`config.mk`:
```
export PLATFORM = sky130hd
export DESIGN_NAME = ptp_message_filter_config
export DESIGN_NICKNAME = d
export VERILOG_FILES = /design/src/pair_id_table.v /design/src/ptp_message_filter_config.v /design/src/udp_csum_update.v
export VERILOG_INCLUDE_DIRS = /design/src
export SDC_FILE = /design/constraint.sdc
export NUM_CORES = 2
export LEC_CHECK = 0
export BUFFER_PORTS_ARGS = -buffer_cell sky130_fd_sc_hd__buf_2
export CORE_MARGIN = 2
export CORE_UTILIZATION = 50
export DETAILED_ROUTE_END_ITERATION = 10
export PLACE_DENSITY = 0.76
export RECOVER_POWER = 100
export SYNTH_ARGS = -nofsm -noshare
export SYNTH_HDL_FRONTEND = slang
export SYNTH_SLANG_ARGS = --single-unit
```
`constraint.sdc`:
```
create_clock -name clk_in -period 8.51 [get_ports clk_in]
set_input_delay 0.851 -clock clk_in [delete_from_list [all_inputs] [get_ports clk_in]]
set_output_delay 0.851 -clock clk_in [all_outputs]
set_load 0.005 [all_outputs]
```
`src/ptp_filter_regs.vh`:
```
// Register map, field positions and message codes of the PTP message filter
`ifndef PTP_FILTER_REGS_VH
`define PTP_FILTER_REGS_VH

// ****************************************************
// Register offsets
// ****************************************************
`define OFS_MSG_CONFIG_TWO 12'h516
`define OFS_DOMAIN_VERSION 12'h518
`define OFS_DROP_COUNT 12'h51c

// ****************************************************
// Reset values and writable masks
// ****************************************************
`define RST_MSG_CONFIG_TWO 16'h1004
`define MASK_MSG_CONFIG_TWO 16'h1fff
`define RST_DOMAIN_VERSION 16'h0200
`define MASK_DOMAIN_VERSION 16'h0fff

// ****************************************************
// Field positions
// ****************************************************
`define BIT_SYNC_PAIR 9
`define BIT_DELAY_PAIR 8
`define BIT_PDELAY_PAIR 7
`define BIT_NO_MASTER_DROP 5
`define BIT_DOMAIN_CHECK 4
`define BIT_CSUM_ENABLE 2
`define VERSION_HI 11
`define VERSION_LO 8
`define DOMAIN_HI 7
`define DOMAIN_LO 0

// ****************************************************
// PTP message type codes
// ****************************************************
`define MT_SYNC 4'h0
`define MT_DELAY_REQ 4'h1
`define MT_PDELAY_REQ 4'h2
`define MT_PDELAY_RESP 4'h3
`define MT_FOLLOW_UP 4'h8
`define MT_DELAY_RESP 4'h9
`define MT_PDELAY_RESP_FU 4'ha

// ****************************************************
// Pairing classes and table shape
// ****************************************************
`define CLS_SYNC 2'h0
`define CLS_DELAY 2'h1
`define CLS_PDELAY 2'h2
`define CLS_NONE 2'h3
`define PAIR_IDX_W 5
`define PAIR_DEPTH 32
`define PAIR_KEY_W 40

`endif

```
`src/pair_id_table.v`:
```
// Request identity table with registered read data
`timescale 1ns/1ns
`default_nettype none
`include "ptp_filter_regs.vh"

module pair_id_table (
    // Clock and reset
    input wire clk_in,
    input wire sys_rst_in,
    input wire ce_in,
    // Read port
    input wire [`PAIR_IDX_W-1:0] rd_idx_in,
    output reg rd_valid_out,
    output reg [`PAIR_KEY_W-1:0] rd_key_out,
    // Write port
    input wire wr_en_in,
    input wire [`PAIR_IDX_W-1:0] wr_idx_in,
    input wire [`PAIR_KEY_W-1:0] wr_key_in
);

    reg [`PAIR_KEY_W-1:0] key_mem [0:`PAIR_DEPTH-1];
    reg [`PAIR_DEPTH-1:0] used_r;

    // Data array, no reset needed
    always @(posedge clk_in) begin
        if (ce_in && wr_en_in) begin
            key_mem[wr_idx_in] <= wr_key_in;
        end
    end

    always @(posedge clk_in or posedge sys_rst_in) begin
        if (sys_rst_in) begin
            used_r <= {`PAIR_DEPTH{1'b0}};
            rd_valid_out <= 1'b0;
            rd_key_out <= {`PAIR_KEY_W{1'b0}};
        end else if (ce_in) begin
            if (wr_en_in) begin
                used_r[wr_idx_in] <= 1'b1;
            end
            rd_valid_out <= used_r[rd_idx_in];
            rd_key_out <= key_mem[rd_idx_in];
        end
    end

endmodule
`default_nettype wire

```
`src/ptp_message_filter_config.v`:
```
// PTP message filter: configuration registers, checks and pairing verdicts
// Behaviour
// - Delay pairing enabled: Delay_Resp forwarded to host only if a Delay_Req matches.
// - Pdelay pairing enabled: Pdelay_Resp and its follow-up need a matching Pdelay_Req.
// - No-master drop enabled: drop Sync, Follow_Up, Delay_Req while no master known.
// - Domain check enabled: matching domain goes to host, others are dropped.
// - Checksum enable set (reset default): modified egress frames get a recomputed checksum.
// - Checksum enable clear: modified egress frames get a zero checksum.
// - An IPv4 frame arriving with zero checksum leaves with zero checksum.
// - IPv6/UDP frames always get their checksum updated.
// - Four-bit expected version, reset two; matching versions are captured.
// - Messages with a version other than the expected one are dropped.
// - Eight-bit expected domain, reset zero, gates timestamp capture when checked.
// - Domain check disabled: the received domain field is ignored, except that it stays part of the pairing key.
// - Sync pairing enabled: Follow_Up forwarded to host only if a Sync matches.
//
// Implementation choice: the address-and-strobe port.
`timescale 1ns/1ns
`default_nettype none
`include "ptp_filter_regs.vh"

module ptp_message_filter_config (
    // Clock, reset, enable
    input wire clk_in,
    input wire sys_rst_in,
    input wire ce_in,
    // Register port
    input wire [11:0] reg_addr_in,
    input wire [15:0] reg_wdata_in,
    input wire reg_wr_in,
    input wire reg_rd_in,
    output reg [15:0] reg_rdata_out,
    // Best master clock state
    input wire bmc_known_in,
    // Parsed message header
    input wire msg_valid_in,
    input wire [3:0] msg_type_in,
    input wire [3:0] msg_version_in,
    input wire [7:0] msg_domain_in,
    input wire [15:0] msg_seq_in,
    input wire [15:0] msg_src_port_in,
    // Egress checksum data
    input wire msg_is_ipv6_in,
    input wire msg_modified_in,
    input wire [15:0] msg_csum_in,
    input wire [15:0] msg_old_word_in,
    input wire [15:0] msg_new_word_in,
    // Verdict
    output reg verdict_valid_out,
    output reg fwd_host_out,
    output reg drop_out,
    output reg ts_capture_out,
    output wire [15:0] csum_out
);

    // ****************************************************
    // Helper functions
    // ****************************************************
    // Pairing class of a message
    function [1:0] msg_class;
        input [3:0] t;
        begin
            case (t)
                `MT_SYNC, `MT_FOLLOW_UP: msg_class = `CLS_SYNC;
                `MT_DELAY_REQ, `MT_DELAY_RESP: msg_class = `CLS_DELAY;
                `MT_PDELAY_REQ, `MT_PDELAY_RESP, `MT_PDELAY_RESP_FU: msg_class = `CLS_PDELAY;
                default: msg_class = `CLS_NONE;
            endcase
        end
    endfunction

    // Table slot from class and low sequence bits
    function [`PAIR_IDX_W-1:0] pair_index;
        input [3:0] t;
        input [15:0] seq;
        begin
            pair_index = {msg_class(t), seq[2:0]};
        end
    endfunction

    // ****************************************************
    // Configuration registers
    // ****************************************************
    reg [15:0] config_two_r;
    reg [15:0] domain_version_r;
    reg [15:0] drop_count_r;
    reg [15:0] rdata_nxt;

    wire sync_pair_en = config_two_r[`BIT_SYNC_PAIR];
    wire delay_pair_en = config_two_r[`BIT_DELAY_PAIR];
    wire pdelay_pair_en = config_two_r[`BIT_PDELAY_PAIR];
    wire no_master_drop_en = config_two_r[`BIT_NO_MASTER_DROP];
    wire domain_check_en = config_two_r[`BIT_DOMAIN_CHECK];
    wire csum_enable = config_two_r[`BIT_CSUM_ENABLE];
    wire [3:0] expected_version = domain_version_r[`VERSION_HI:`VERSION_LO];
    wire [7:0] expected_domain_number = domain_version_r[`DOMAIN_HI:`DOMAIN_LO];

    // Read-only upper bits stay zero through the masks
    always @(posedge clk_in or posedge sys_rst_in) begin
        if (sys_rst_in) begin
            config_two_r <= `RST_MSG_CONFIG_TWO;
            domain_version_r <= `RST_DOMAIN_VERSION;
        end else if (ce_in && reg_wr_in) begin
            if (reg_addr_in == `OFS_MSG_CONFIG_TWO) begin
                config_two_r <= reg_wdata_in & `MASK_MSG_CONFIG_TWO;
            end
            if (reg_addr_in == `OFS_DOMAIN_VERSION) begin
                domain_version_r <= reg_wdata_in & `MASK_DOMAIN_VERSION;
            end
        end
    end

    // Read data for one cycle only, zero for unmapped offsets
    always @* begin
        rdata_nxt = 16'h0000;
        if (reg_rd_in) begin
            case (reg_addr_in)
                `OFS_MSG_CONFIG_TWO: rdata_nxt = config_two_r;
                `OFS_DOMAIN_VERSION: rdata_nxt = domain_version_r;
                `OFS_DROP_COUNT: rdata_nxt = drop_count_r;
                default: rdata_nxt = 16'h0000;
            endcase
        end
    end

    always @(posedge clk_in or posedge sys_rst_in) begin
        if (sys_rst_in) begin
            reg_rdata_out <= 16'h0000;
        end else if (ce_in) begin
            reg_rdata_out <= rdata_nxt;
        end
    end

    // ****************************************************
    // Stage 1: header held while the table is read
    // ****************************************************
    reg s1_valid_r;
    reg [3:0] s1_type_r;
    reg [3:0] s1_version_r;
    reg [7:0] s1_domain_r;
    reg [15:0] s1_seq_r;
    reg [15:0] s1_src_r;

    always @(posedge clk_in or posedge sys_rst_in) begin
        if (sys_rst_in) begin
            s1_valid_r <= 1'b0;
            s1_type_r <= 4'h0;
            s1_version_r <= 4'h0;
            s1_domain_r <= 8'h00;
            s1_seq_r <= 16'h0000;
            s1_src_r <= 16'h0000;
        end else if (ce_in) begin
            s1_valid_r <= msg_valid_in;
            if (msg_valid_in) begin
                s1_type_r <= msg_type_in;
                s1_version_r <= msg_version_in;
                s1_domain_r <= msg_domain_in;
                s1_seq_r <= msg_seq_in;
                s1_src_r <= msg_src_port_in;
            end
        end
    end

    // ****************************************************
    // Pairing table
    // ****************************************************
    wire tbl_valid;
    wire [`PAIR_KEY_W-1:0] tbl_key;
    wire [`PAIR_KEY_W-1:0] s1_key = {s1_domain_r, s1_seq_r, s1_src_r};
    reg is_request;
    reg is_response;
    reg pair_enabled;
    reg tbl_wr;

    pair_id_table u_pair_table (
        .clk_in(clk_in),
        .sys_rst_in(sys_rst_in),
        .ce_in(ce_in),
        .rd_idx_in(pair_index(msg_type_in, msg_seq_in)),
        .rd_valid_out(tbl_valid),
        .rd_key_out(tbl_key),
        .wr_en_in(tbl_wr),
        .wr_idx_in(pair_index(s1_type_r, s1_seq_r)),
        .wr_key_in(s1_key)
    );

    always @* begin
        is_request = 1'b0;
        is_response = 1'b0;
        pair_enabled = 1'b0;
        case (s1_type_r)
            `MT_SYNC: is_request = 1'b1;
            `MT_DELAY_REQ: is_request = 1'b1;
            `MT_PDELAY_REQ: is_request = 1'b1;
            `MT_FOLLOW_UP: begin
                is_response = 1'b1;
                pair_enabled = sync_pair_en;
            end
            `MT_DELAY_RESP: begin
                is_response = 1'b1;
                pair_enabled = delay_pair_en;
            end
            `MT_PDELAY_RESP, `MT_PDELAY_RESP_FU: begin
                is_response = 1'b1;
                pair_enabled = pdelay_pair_en;
            end
            default: begin
                is_request = 1'b0;
            end
        endcase
    end

    // ****************************************************
    // Verdict
    // ****************************************************
    wire version_ok = (s1_version_r == expected_version);
    // Disabled domain check ignores the field
    wire domain_ok = !domain_check_en || (s1_domain_r == expected_domain_number);
    wire no_master_hit = no_master_drop_en && !bmc_known_in &&
        (s1_type_r == `MT_SYNC || s1_type_r == `MT_FOLLOW_UP ||
        s1_type_r == `MT_DELAY_REQ);
    wire pair_ok = tbl_valid && (tbl_key == s1_key);
    wire pair_fail = is_response && pair_enabled && !pair_ok;
    wire drop_nxt = !version_ok || !domain_ok || no_master_hit || pair_fail;

    // Only accepted requests are remembered for later pairing
    always @* begin
        tbl_wr = s1_valid_r && is_request && version_ok && domain_ok && !no_master_hit;
    end

    always @(posedge clk_in or posedge sys_rst_in) begin
        if (sys_rst_in) begin
            verdict_valid_out <= 1'b0;
            fwd_host_out <= 1'b0;
            drop_out <= 1'b0;
            ts_capture_out <= 1'b0;
        end else if (ce_in) begin
            verdict_valid_out <= s1_valid_r;
            fwd_host_out <= s1_valid_r && !drop_nxt;
            drop_out <= s1_valid_r && drop_nxt;
            ts_capture_out <= s1_valid_r && version_ok && domain_ok;
        end
    end

    // Saturating count of dropped messages
    always @(posedge clk_in or posedge sys_rst_in) begin
        if (sys_rst_in) begin
            drop_count_r <= 16'h0000;
        end else if (ce_in && s1_valid_r && drop_nxt && drop_count_r != 16'hffff) begin
            drop_count_r <= drop_count_r + 16'h0001;
        end
    end

    // ****************************************************
    // Egress checksum
    // ****************************************************
    reg cs_ipv6_r;
    reg cs_mod_r;
    reg [15:0] cs_old_r;
    reg [15:0] cs_oldw_r;
    reg [15:0] cs_neww_r;

    always @(posedge clk_in or posedge sys_rst_in) begin
        if (sys_rst_in) begin
            cs_ipv6_r <= 1'b0;
            cs_mod_r <= 1'b0;
            cs_old_r <= 16'h0000;
            cs_oldw_r <= 16'h0000;
            cs_neww_r <= 16'h0000;
        end else if (ce_in && msg_valid_in) begin
            cs_ipv6_r <= msg_is_ipv6_in;
            cs_mod_r <= msg_modified_in;
            cs_old_r <= msg_csum_in;
            cs_oldw_r <= msg_old_word_in;
            cs_neww_r <= msg_new_word_in;
        end
    end

    udp_csum_update u_csum (
        .clk_in(clk_in),
        .sys_rst_in(sys_rst_in),
        .ce_in(ce_in),
        .load_in(s1_valid_r),
        .is_ipv6_in(cs_ipv6_r),
        .modified_in(cs_mod_r),
        .csum_enable_in(csum_enable),
        .old_csum_in(cs_old_r),
        .old_word_in(cs_oldw_r),
        .new_word_in(cs_neww_r),
        .csum_out(csum_out)
    );

endmodule
`default_nettype wire

```
`src/udp_csum_update.v`:
```
// Egress UDP checksum rewrite: incremental update, zeroing or pass-through
`timescale 1ns/1ns
`default_nettype none
`include "ptp_filter_regs.vh"

module udp_csum_update (
    // Clock and reset
    input wire clk_in,
    input wire sys_rst_in,
    input wire ce_in,
    // Frame data
    input wire load_in,
    input wire is_ipv6_in,
    input wire modified_in,
    input wire csum_enable_in,
    input wire [15:0] old_csum_in,
    input wire [15:0] old_word_in,
    input wire [15:0] new_word_in,
    // Result
    output reg [15:0] csum_out
);

    reg [15:0] updated;
    reg [15:0] csum_nxt;

    // Ones-complement 16-bit add with end-around carry
    function [15:0] oc_add;
        input [15:0] a;
        input [15:0] b;
        reg [16:0] s;
        begin
            s = {1'b0, a} + {1'b0, b};
            oc_add = s[15:0] + {15'h0000, s[16]};
        end
    endfunction

    always @* begin
        updated = ~oc_add(oc_add(~old_csum_in, ~old_word_in), new_word_in);
        csum_nxt = old_csum_in;
        if (is_ipv6_in) begin
            csum_nxt = updated;
        end else if (old_csum_in == 16'h0000) begin
            csum_nxt = 16'h0000;
        end else if (modified_in) begin
            if (csum_enable_in) begin
                csum_nxt = updated;
            end else begin
                csum_nxt = 16'h0000;
            end
        end
    end

    always @(posedge clk_in or posedge sys_rst_in) begin
        if (sys_rst_in) begin
            csum_out <= 16'h0000;
        end else if (ce_in && load_in) begin
            csum_out <= csum_nxt;
        end
    end

endmodule
`default_nettype wire
```
## Word level (Yosys, flattened, before mapping)

Memories as Yosys holds them, arrays and structs flattened. A register that Yosys moved wholly into a read port is not among the register bits.
Index checks and enable logic that the tools add are counted.

| word-level totals | value |
|---|---|
| register bits after elaboration | 209 |
| memory bits (writable) | 1280 |
| input port bits | 133 |
| output and inout bits | 36 |
| memories kept | 1 |

| cells by class | value |
|---|---|
| add/subtract/negate cells | 5 |
| magnitude comparators | 3 |
| eq/ne operators | 19 |
| muxes and demuxes | 17 |
| bitwise gates (word level) | 4 |
| reductions and logical operators | 49 |

Memories:

| memory | words | bits a word | rd ports | clocked after memory_dff | wr ports | RTL line | RTL |
|---|---|---|---|---|---|---|---|
| u_pair_table.key_mem | 32 | 40 | 1 | 1 | 1 | pair_id_table.v:21 | `` reg [`PAIR_KEY_W-1:0] key_mem [0:`PAIR_DEPTH-1]; `` |

Operator list:

| cell | number |
|---|---|
| 16-bit 2-to-1 mux | 5 |
| 16-bit inverter | 3 |
| 16-bit case mux with 3 select lines | 1 |
| 40-bit == test | 1 |
| 12-bit by 11-bit == test with 1-bit output, second input constant | 3 |
| 16-bit by 16-bit adder with 17-bit output | 2 |
| 16-bit by 1-bit adder with 16-bit output | 2 |
| 32-bit OR | 1 |
| 4-bit == test, second input constant | 6 |
| 1-bit logical AND | 20 |
| 16-bit by 1-bit adder with 16-bit output, second input constant | 1 |
| 4-bit by 2-bit == test with 1-bit output, second input constant | 4 |
| 16-bit logical NOT | 1 |
| 16-bit != test, second input constant | 1 |
| 5-bit by 6-bit less-than comparator with 1-bit output, second input constant | 2 |
| 2-bit case mux with 3 select lines | 2 |
| 2-bit OR reduction | 5 |
| 3-bit OR reduction | 3 |
| 4-bit by 1-bit == test with 1-bit output, second input constant | 2 |
| 8-bit == test | 1 |
| 4-bit logical NOT | 2 |
| 2-bit AND reduction | 4 |
| 1-bit logical NOT | 7 |
| 1-bit logical OR | 6 |
| other kinds (7) | 12 |

## Depth between registers and ports, before layout

| logic depth | value |
|---|---|
| word-level depth | 10 |
| depth in mapped cells | 36 |
| depth with buffers taken out | 36 |

## Modules after synthesis

A second synthesis with hierarchy kept.

| unflattened totals | value |
|---|---|
| cells, all modules | 3799 |
| area, all modules | 62522.5 um2 |

By module, submodules not included:

| module | instances | cells each | area each (um2) | sequential area each (um2) |
|---|---|---|---|---|
| pair_id_table | 1 | 2841 | 52311.4 | 40263.6 |
| ptp_message_filter_config | 1 | 543 | 7074.3 | 4007.6 |
| udp_csum_update | 1 | 415 | 3136.8 | 400.4 |

## Worst setup path before layout

OpenSTA, ideal clock, no wires.

| timing path | value |
|---|---|
| path type | reg-to-reg |
| from | register cs_old_r[0] |
| to | register u_csum.csum_out[5] |
| setup time | 0.126 ns |
| arrival | 5.801 ns |
| required time | 8.384 ns |
| slack | 2.583 ns |
| cell stages (with the launch flop) | 35 |
| buffers on the path | 0 |
| cell sequence | dfrtp_1 > inv_1 > ha_1 > inv_1 > fa_1 > nor2b_1 > o31a_1 > o21a_1 > or4_1 > nand2_1 > a21oi_1 > a21o_1 > a21o_1 > ha_1 > nand2b_1 > nor2_1 > and3_1 > nand3_1 > xnor2_1 > xnor2_1 > ha_1 > a21o_1 > a21o_1 > a21oi_1 > o21ai_2 > a21o_1 > a21oi_1 > o21bai_1 > a21o_1 > ha_1 > and3_2 > and4_2 > or2_2 > a221oi_1 > nor2_1 |

| between the ends | value |
|---|---|
| longest elaborated chain between the ends | 10 |

RTL lines:

| item | RTL line | RTL |
|---|---|---|
| start: declaration | ptp_message_filter_config.v:259 | `reg [15:0] cs_old_r;` |
| start signal: assignment | ptp_message_filter_config.v:273 | `cs_old_r <= msg_csum_in;` |
| 16-bit inverter | udp_csum_update.v:38 | `updated = ~oc_add(oc_add(~old_csum_in, ~old_word_in), new_word_in);` |
| 16-bit by 16-bit adder with 17-bit output | udp_csum_update.v:32 | `s = {1'b0, a} + {1'b0, b};` |
| 16-bit by 1-bit adder with 16-bit output | udp_csum_update.v:33 | `oc_add = s[15:0] + {15'h0000, s[16]};` |
| 16-bit by 16-bit adder with 17-bit output | udp_csum_update.v:32 |  |
| 16-bit by 1-bit adder with 16-bit output | udp_csum_update.v:33 |  |
| 16-bit inverter | udp_csum_update.v:38 |  |
| 16-bit 2-to-1 mux | udp_csum_update.v:45 | `if (csum_enable_in) begin` |
| 16-bit 2-to-1 mux | udp_csum_update.v:44 | `end else if (modified_in) begin` |
| 16-bit 2-to-1 mux | udp_csum_update.v:42 | `end else if (old_csum_in == 16'h0000) begin` |
| 16-bit 2-to-1 mux * | udp_csum_update.v:40 | `if (is_ipv6_in) begin` |
| end signal: assignment | udp_csum_update.v:57 | `csum_out <= csum_nxt;` |
| end: declaration | udp_csum_update.v:20 | `output reg [15:0] csum_out` |

Every way passes the cells marked *; elsewhere a longest branch is shown, timed or not.
A chain may end at the register's enable or synchronous reset.

## Worst setup path after layout

| timing path | value |
|---|---|
| from | input ce_in |
| to | memory u_pair_table.key_mem[14][1] (netlist name) (enable) |

| between the ends | value |
|---|---|
| longest elaborated chain between the ends | 3 |

RTL lines:

| item | RTL line | RTL |
|---|---|---|
| start: declaration | ptp_message_filter_config.v:26 | `input wire ce_in,` |
| 1-bit logical AND | pair_id_table.v:26 | `if (ce_in && wr_en_in) begin` |
| 1-bit 2-to-1 mux | pair_id_table.v:26 |  |
| 1-bit 2-to-1 mux (implied by the code) | pair_id_table.v:27 | `key_mem[wr_idx_in] <= wr_key_in;` |
| end: declaration | pair_id_table.v:21 |  |

Every way passes these cells.

==> flow_summary.toml <==
[yosys]
ys_async_sr_fraction_pct = 16.3
ys_warn_count = 0
synthTopCellsByArea = "edfxtp_1 63%, mux4_2 15%, dfrtp_1 10%"
ys.flop_type = "edfxtp_1"
netlist_area_um2 = 61000
ys_ff_latch = 1529
syn_area_per_cell_um2 = 20.6
synth-seq-area-share_pct = 73.2
synth_edf_count = 1280
yosys.area.top_type_share_pct = 63.0
synth_cells = 2967
synth_top_area_cell = "edfxtp_1"
ys_types = 79

[clock_tree]
numCtsBuffers = 149
cts_setup_buffers = 0
cts_max_level = 4
cts_tree = "done"
holdBufCountCts = 0
cts_sinks = 1529
ctsResizeCount = 0
clk_pin_slew_ps = 60
clk_latency_ps = 770
clockBufferDepth = 3
cts-root-buf = "clkbuf_16"

[critical_path]
worst-path-buf-inv = 5
critPathKind = "in -> reg"
end_kind = "flip-flop"
startpoint_type = "input port"
required_ps = 8870
path_delay_family = "buffers and inverters"
crit_fanout = 34
path_cells = "clkbuf_1 -> inv_1 -> clkbuf_1 -> nor2_1 -> clkbuf_1 -> nand3_1 -> nor4b_1 -> nand3_1 -> nor2_4 -> clkbuf_1"
worstPathArrival_ps = 7790
crit_slowest_cell = "clkbuf_1"
cpPeakStageDelay_ps = 1490
path_common_cell = "clkbuf_1"

[run_status]
status = "finished, violations left"
violations = "capacitance limit, slew limit"

[final_layout]
fin_area_um2 = 69900
syn_to_final_growth_pct = 14.7
instances_no_fill = 5291
num-nets-final = 3709
fill_cells = 8912
final_layout_size_suffix_gt1_share_pct = 27.1

[grt]
globalRoute.totalOverflow = 0
antenna_found_initial = 8
track_usage_pct = 21.5
grt_start_max_net_pins = 147
grt_pass1_wl_um = 200000
grt_pass1_vias = 31500

[floorplanning]
core_um2 = 121000
die_w_um = 353
die_h_um = 353
num_rows = 128
start_util_pct = 50.2
ioPinCount = 169
die_area_um2 = 125000

[placement]
io_buffers = 165
gp_congestion = 0.834
place_area_um2 = 65400
post-dp-hpwl_um = 73600
dp_cells = 5011

[drt]
routed_via_density = 5.81
drtAntennaViolNets = 0
drt-initial-drc-count = 3646
drt_pass1_iterations = 5
wl_per_cell_um = 25.2
vias = 30700
drc = 0
finalWirelength_um = 133000

[timing]
min_period_over_period_pct = 87.4
maxSlewHeadroom_pct = -299
rsz0062_at_grt = "no"
fmax_mhz = 134
worstMarginPinSlew_ps = 5950
setup_viol = 0
slew_violations = 900
hold_violations = 0
setup_tns_ps = 0
post-route-min-period_ps = 7440
fin_worst_skew_ps = 25.9

[run]
cap_violations = 28

[hold_path]
hp-class = "in -> reg"

[power]
leakage_nw = 24.3
p_per_area_nw_per_um2 = 255
ir_worst_vdd_v = 0.000221
## cells in the final DEF (no fill, tap or decap), types with 21 or more instances in the layout
cell type / count
edfxtp_1: 1280
mux4_2: 410
conb_1: 320
dfrtp_1: 246
clkbuf_16: 153
buf_2: 143
mux2_2: 124
clkbuf_1: 107
nor2_1: 103
xnor2_1: 93
a21oi_1: 84
mux2i_1: 53
inv_1: 52
nand2_1: 37
ha_1: 37
or2_2: 28
clkinv_2: 26
nand3_1: 21
clkinv_1: 21
## path summary, 6_finish.rpt
kind / cells after the start / slack [ps] / endpoint / from
max: 10 / 1070 / u_pair_table.key_mem[14][1] / ce_in
min: 2 / 310 / s1_src_r[8] / msg_src_port_in[8]
max reg2reg: 34 / 1320 / u_csum.csum_out[13] / cs_old_r[0]
min reg2reg: 0 / 370 / u_pair_table.used_r[27] / u_pair_table.used_r[27]
max in group asynchronous: 2 / 3920 / u_pair_table.rd_key_out[25] / sys_rst_in
min in group asynchronous: 2 / 1940 / s1_seq_r[14] / sys_rst_in
## cells in the mapped netlist, types with 11 or more instances
| master | instances |
|---|---|
| a21o_1 | 15 |
| a21oi_1 | 85 |
| a221oi_1 | 11 |
| and3_1 | 12 |
| buf_1 | 41 |
| clkbuf_1 | 96 |
| dfrtp_1 | 246 |
| edfxtp_1 | 1280 |
| ha_1 | 37 |
| inv_1 | 53 |
| mux2_2 | 125 |
| mux2i_1 | 53 |
| mux4_2 | 410 |
| nand2_1 | 37 |
| nand3_1 | 19 |
| nand4_1 | 20 |
| nor2_1 | 122 |
| nor3_1 | 16 |
| o21ai_0 | 18 |
| o2bb2ai_1 | 17 |
| or2_2 | 28 |
| xnor2_1 | 93 |
| xor2_1 | 20 |
## stage by stage
stage | power [mW] | setup WS [ps] | utilization, % | hold slack (ps)
3_5_place_dp | 11.4 | 1910 | 53.9 | 363
4_1_cts | 18.0 | 1900 | 57.9 | 263
6_report | 17.9 | 1070 | 57.6 | 310
3_3_place_gp | 11.3 | 1990 | 53.9 | 360
2_1_floorplan | 10.6 | 821 | - | 424
5_1_grt | 18.5 | 697 | 57.6 | 295
## per-layer routing
layer / GRT usage [%] / part of all wire (%) / wire [µm] / vias up
met5: 0 / 0.019 / 26 / -
met4: 6.88 / 2.8 / 3700 / 4
met3: 3.97 / 8.0 / 10600 / 253
met2: 34.2 / 49 / 64700 / 1427
met1: 30.6 / 41 / 54300 / 16100
li1: - / - / - / 12900
## cell families after synthesis
logic type,share of synthesized area (%)
compound gates,2.22
xor+xnor,1.68
fa+ha+maj,0.825
buf+inv,1.20
flops,73.2
mux,18.3
other cells,0.00615
simple gates,2.51
## worst reg2reg max path, delay by kind of cell (launching register included)
kind | cells | cell delay (ps)
compound gates | 14 | 2800
simple gates | 11 | 2220
fa+ha+maj | 5 | 1080
xor+xnor | 2 | 400
flops | 1 | 390
buf+inv | 2 | 140
## area by class of cell
| type | instances | area, µm² | share of cell area, % |
|---|---|---|---|
| sequential | 1529 | 44700 | 63.9 |
| multi-input combinational | 1563 | 16900 | 24.1 |
| clock buffer | 202 | 4130 | 5.91 |
| tap | 1625 | 2030 | 2.91 |
| timing repair buffer | 241 | 1250 | 1.78 |
| clock inverter | 74 | 774 | 1.11 |
| inverter | 53 | 200 | 0.286 |
| antenna | 4 | 10.0 | 0.0143 |
## sequential cells by signal (all words and copies together) (netlist names), 4 cells and up
register,count
cs_oldw_r,16
drop_count_r,16
s1_version_r,4
s1_type_r,4
config_two_r,13
s1_src_r,16
u_pair_table.key_mem,1280
domain_version_r,12
cs_old_r,16
u_csum.csum_out,16
reg_rdata_out,16
u_pair_table.used_r,32
u_pair_table.rd_key_out,40
cs_neww_r,16
s1_domain_r,8
s1_seq_r,16
## report_power, final
group	total (mW)	switching, mW	internal [mW]
sequential	8.89	0.228	8.67
combinational	2.35	1.38	0.979
clock	6.62	2.80	3.82
total	17.9	4.40	13.5
(Power assumes the default switching activity.)
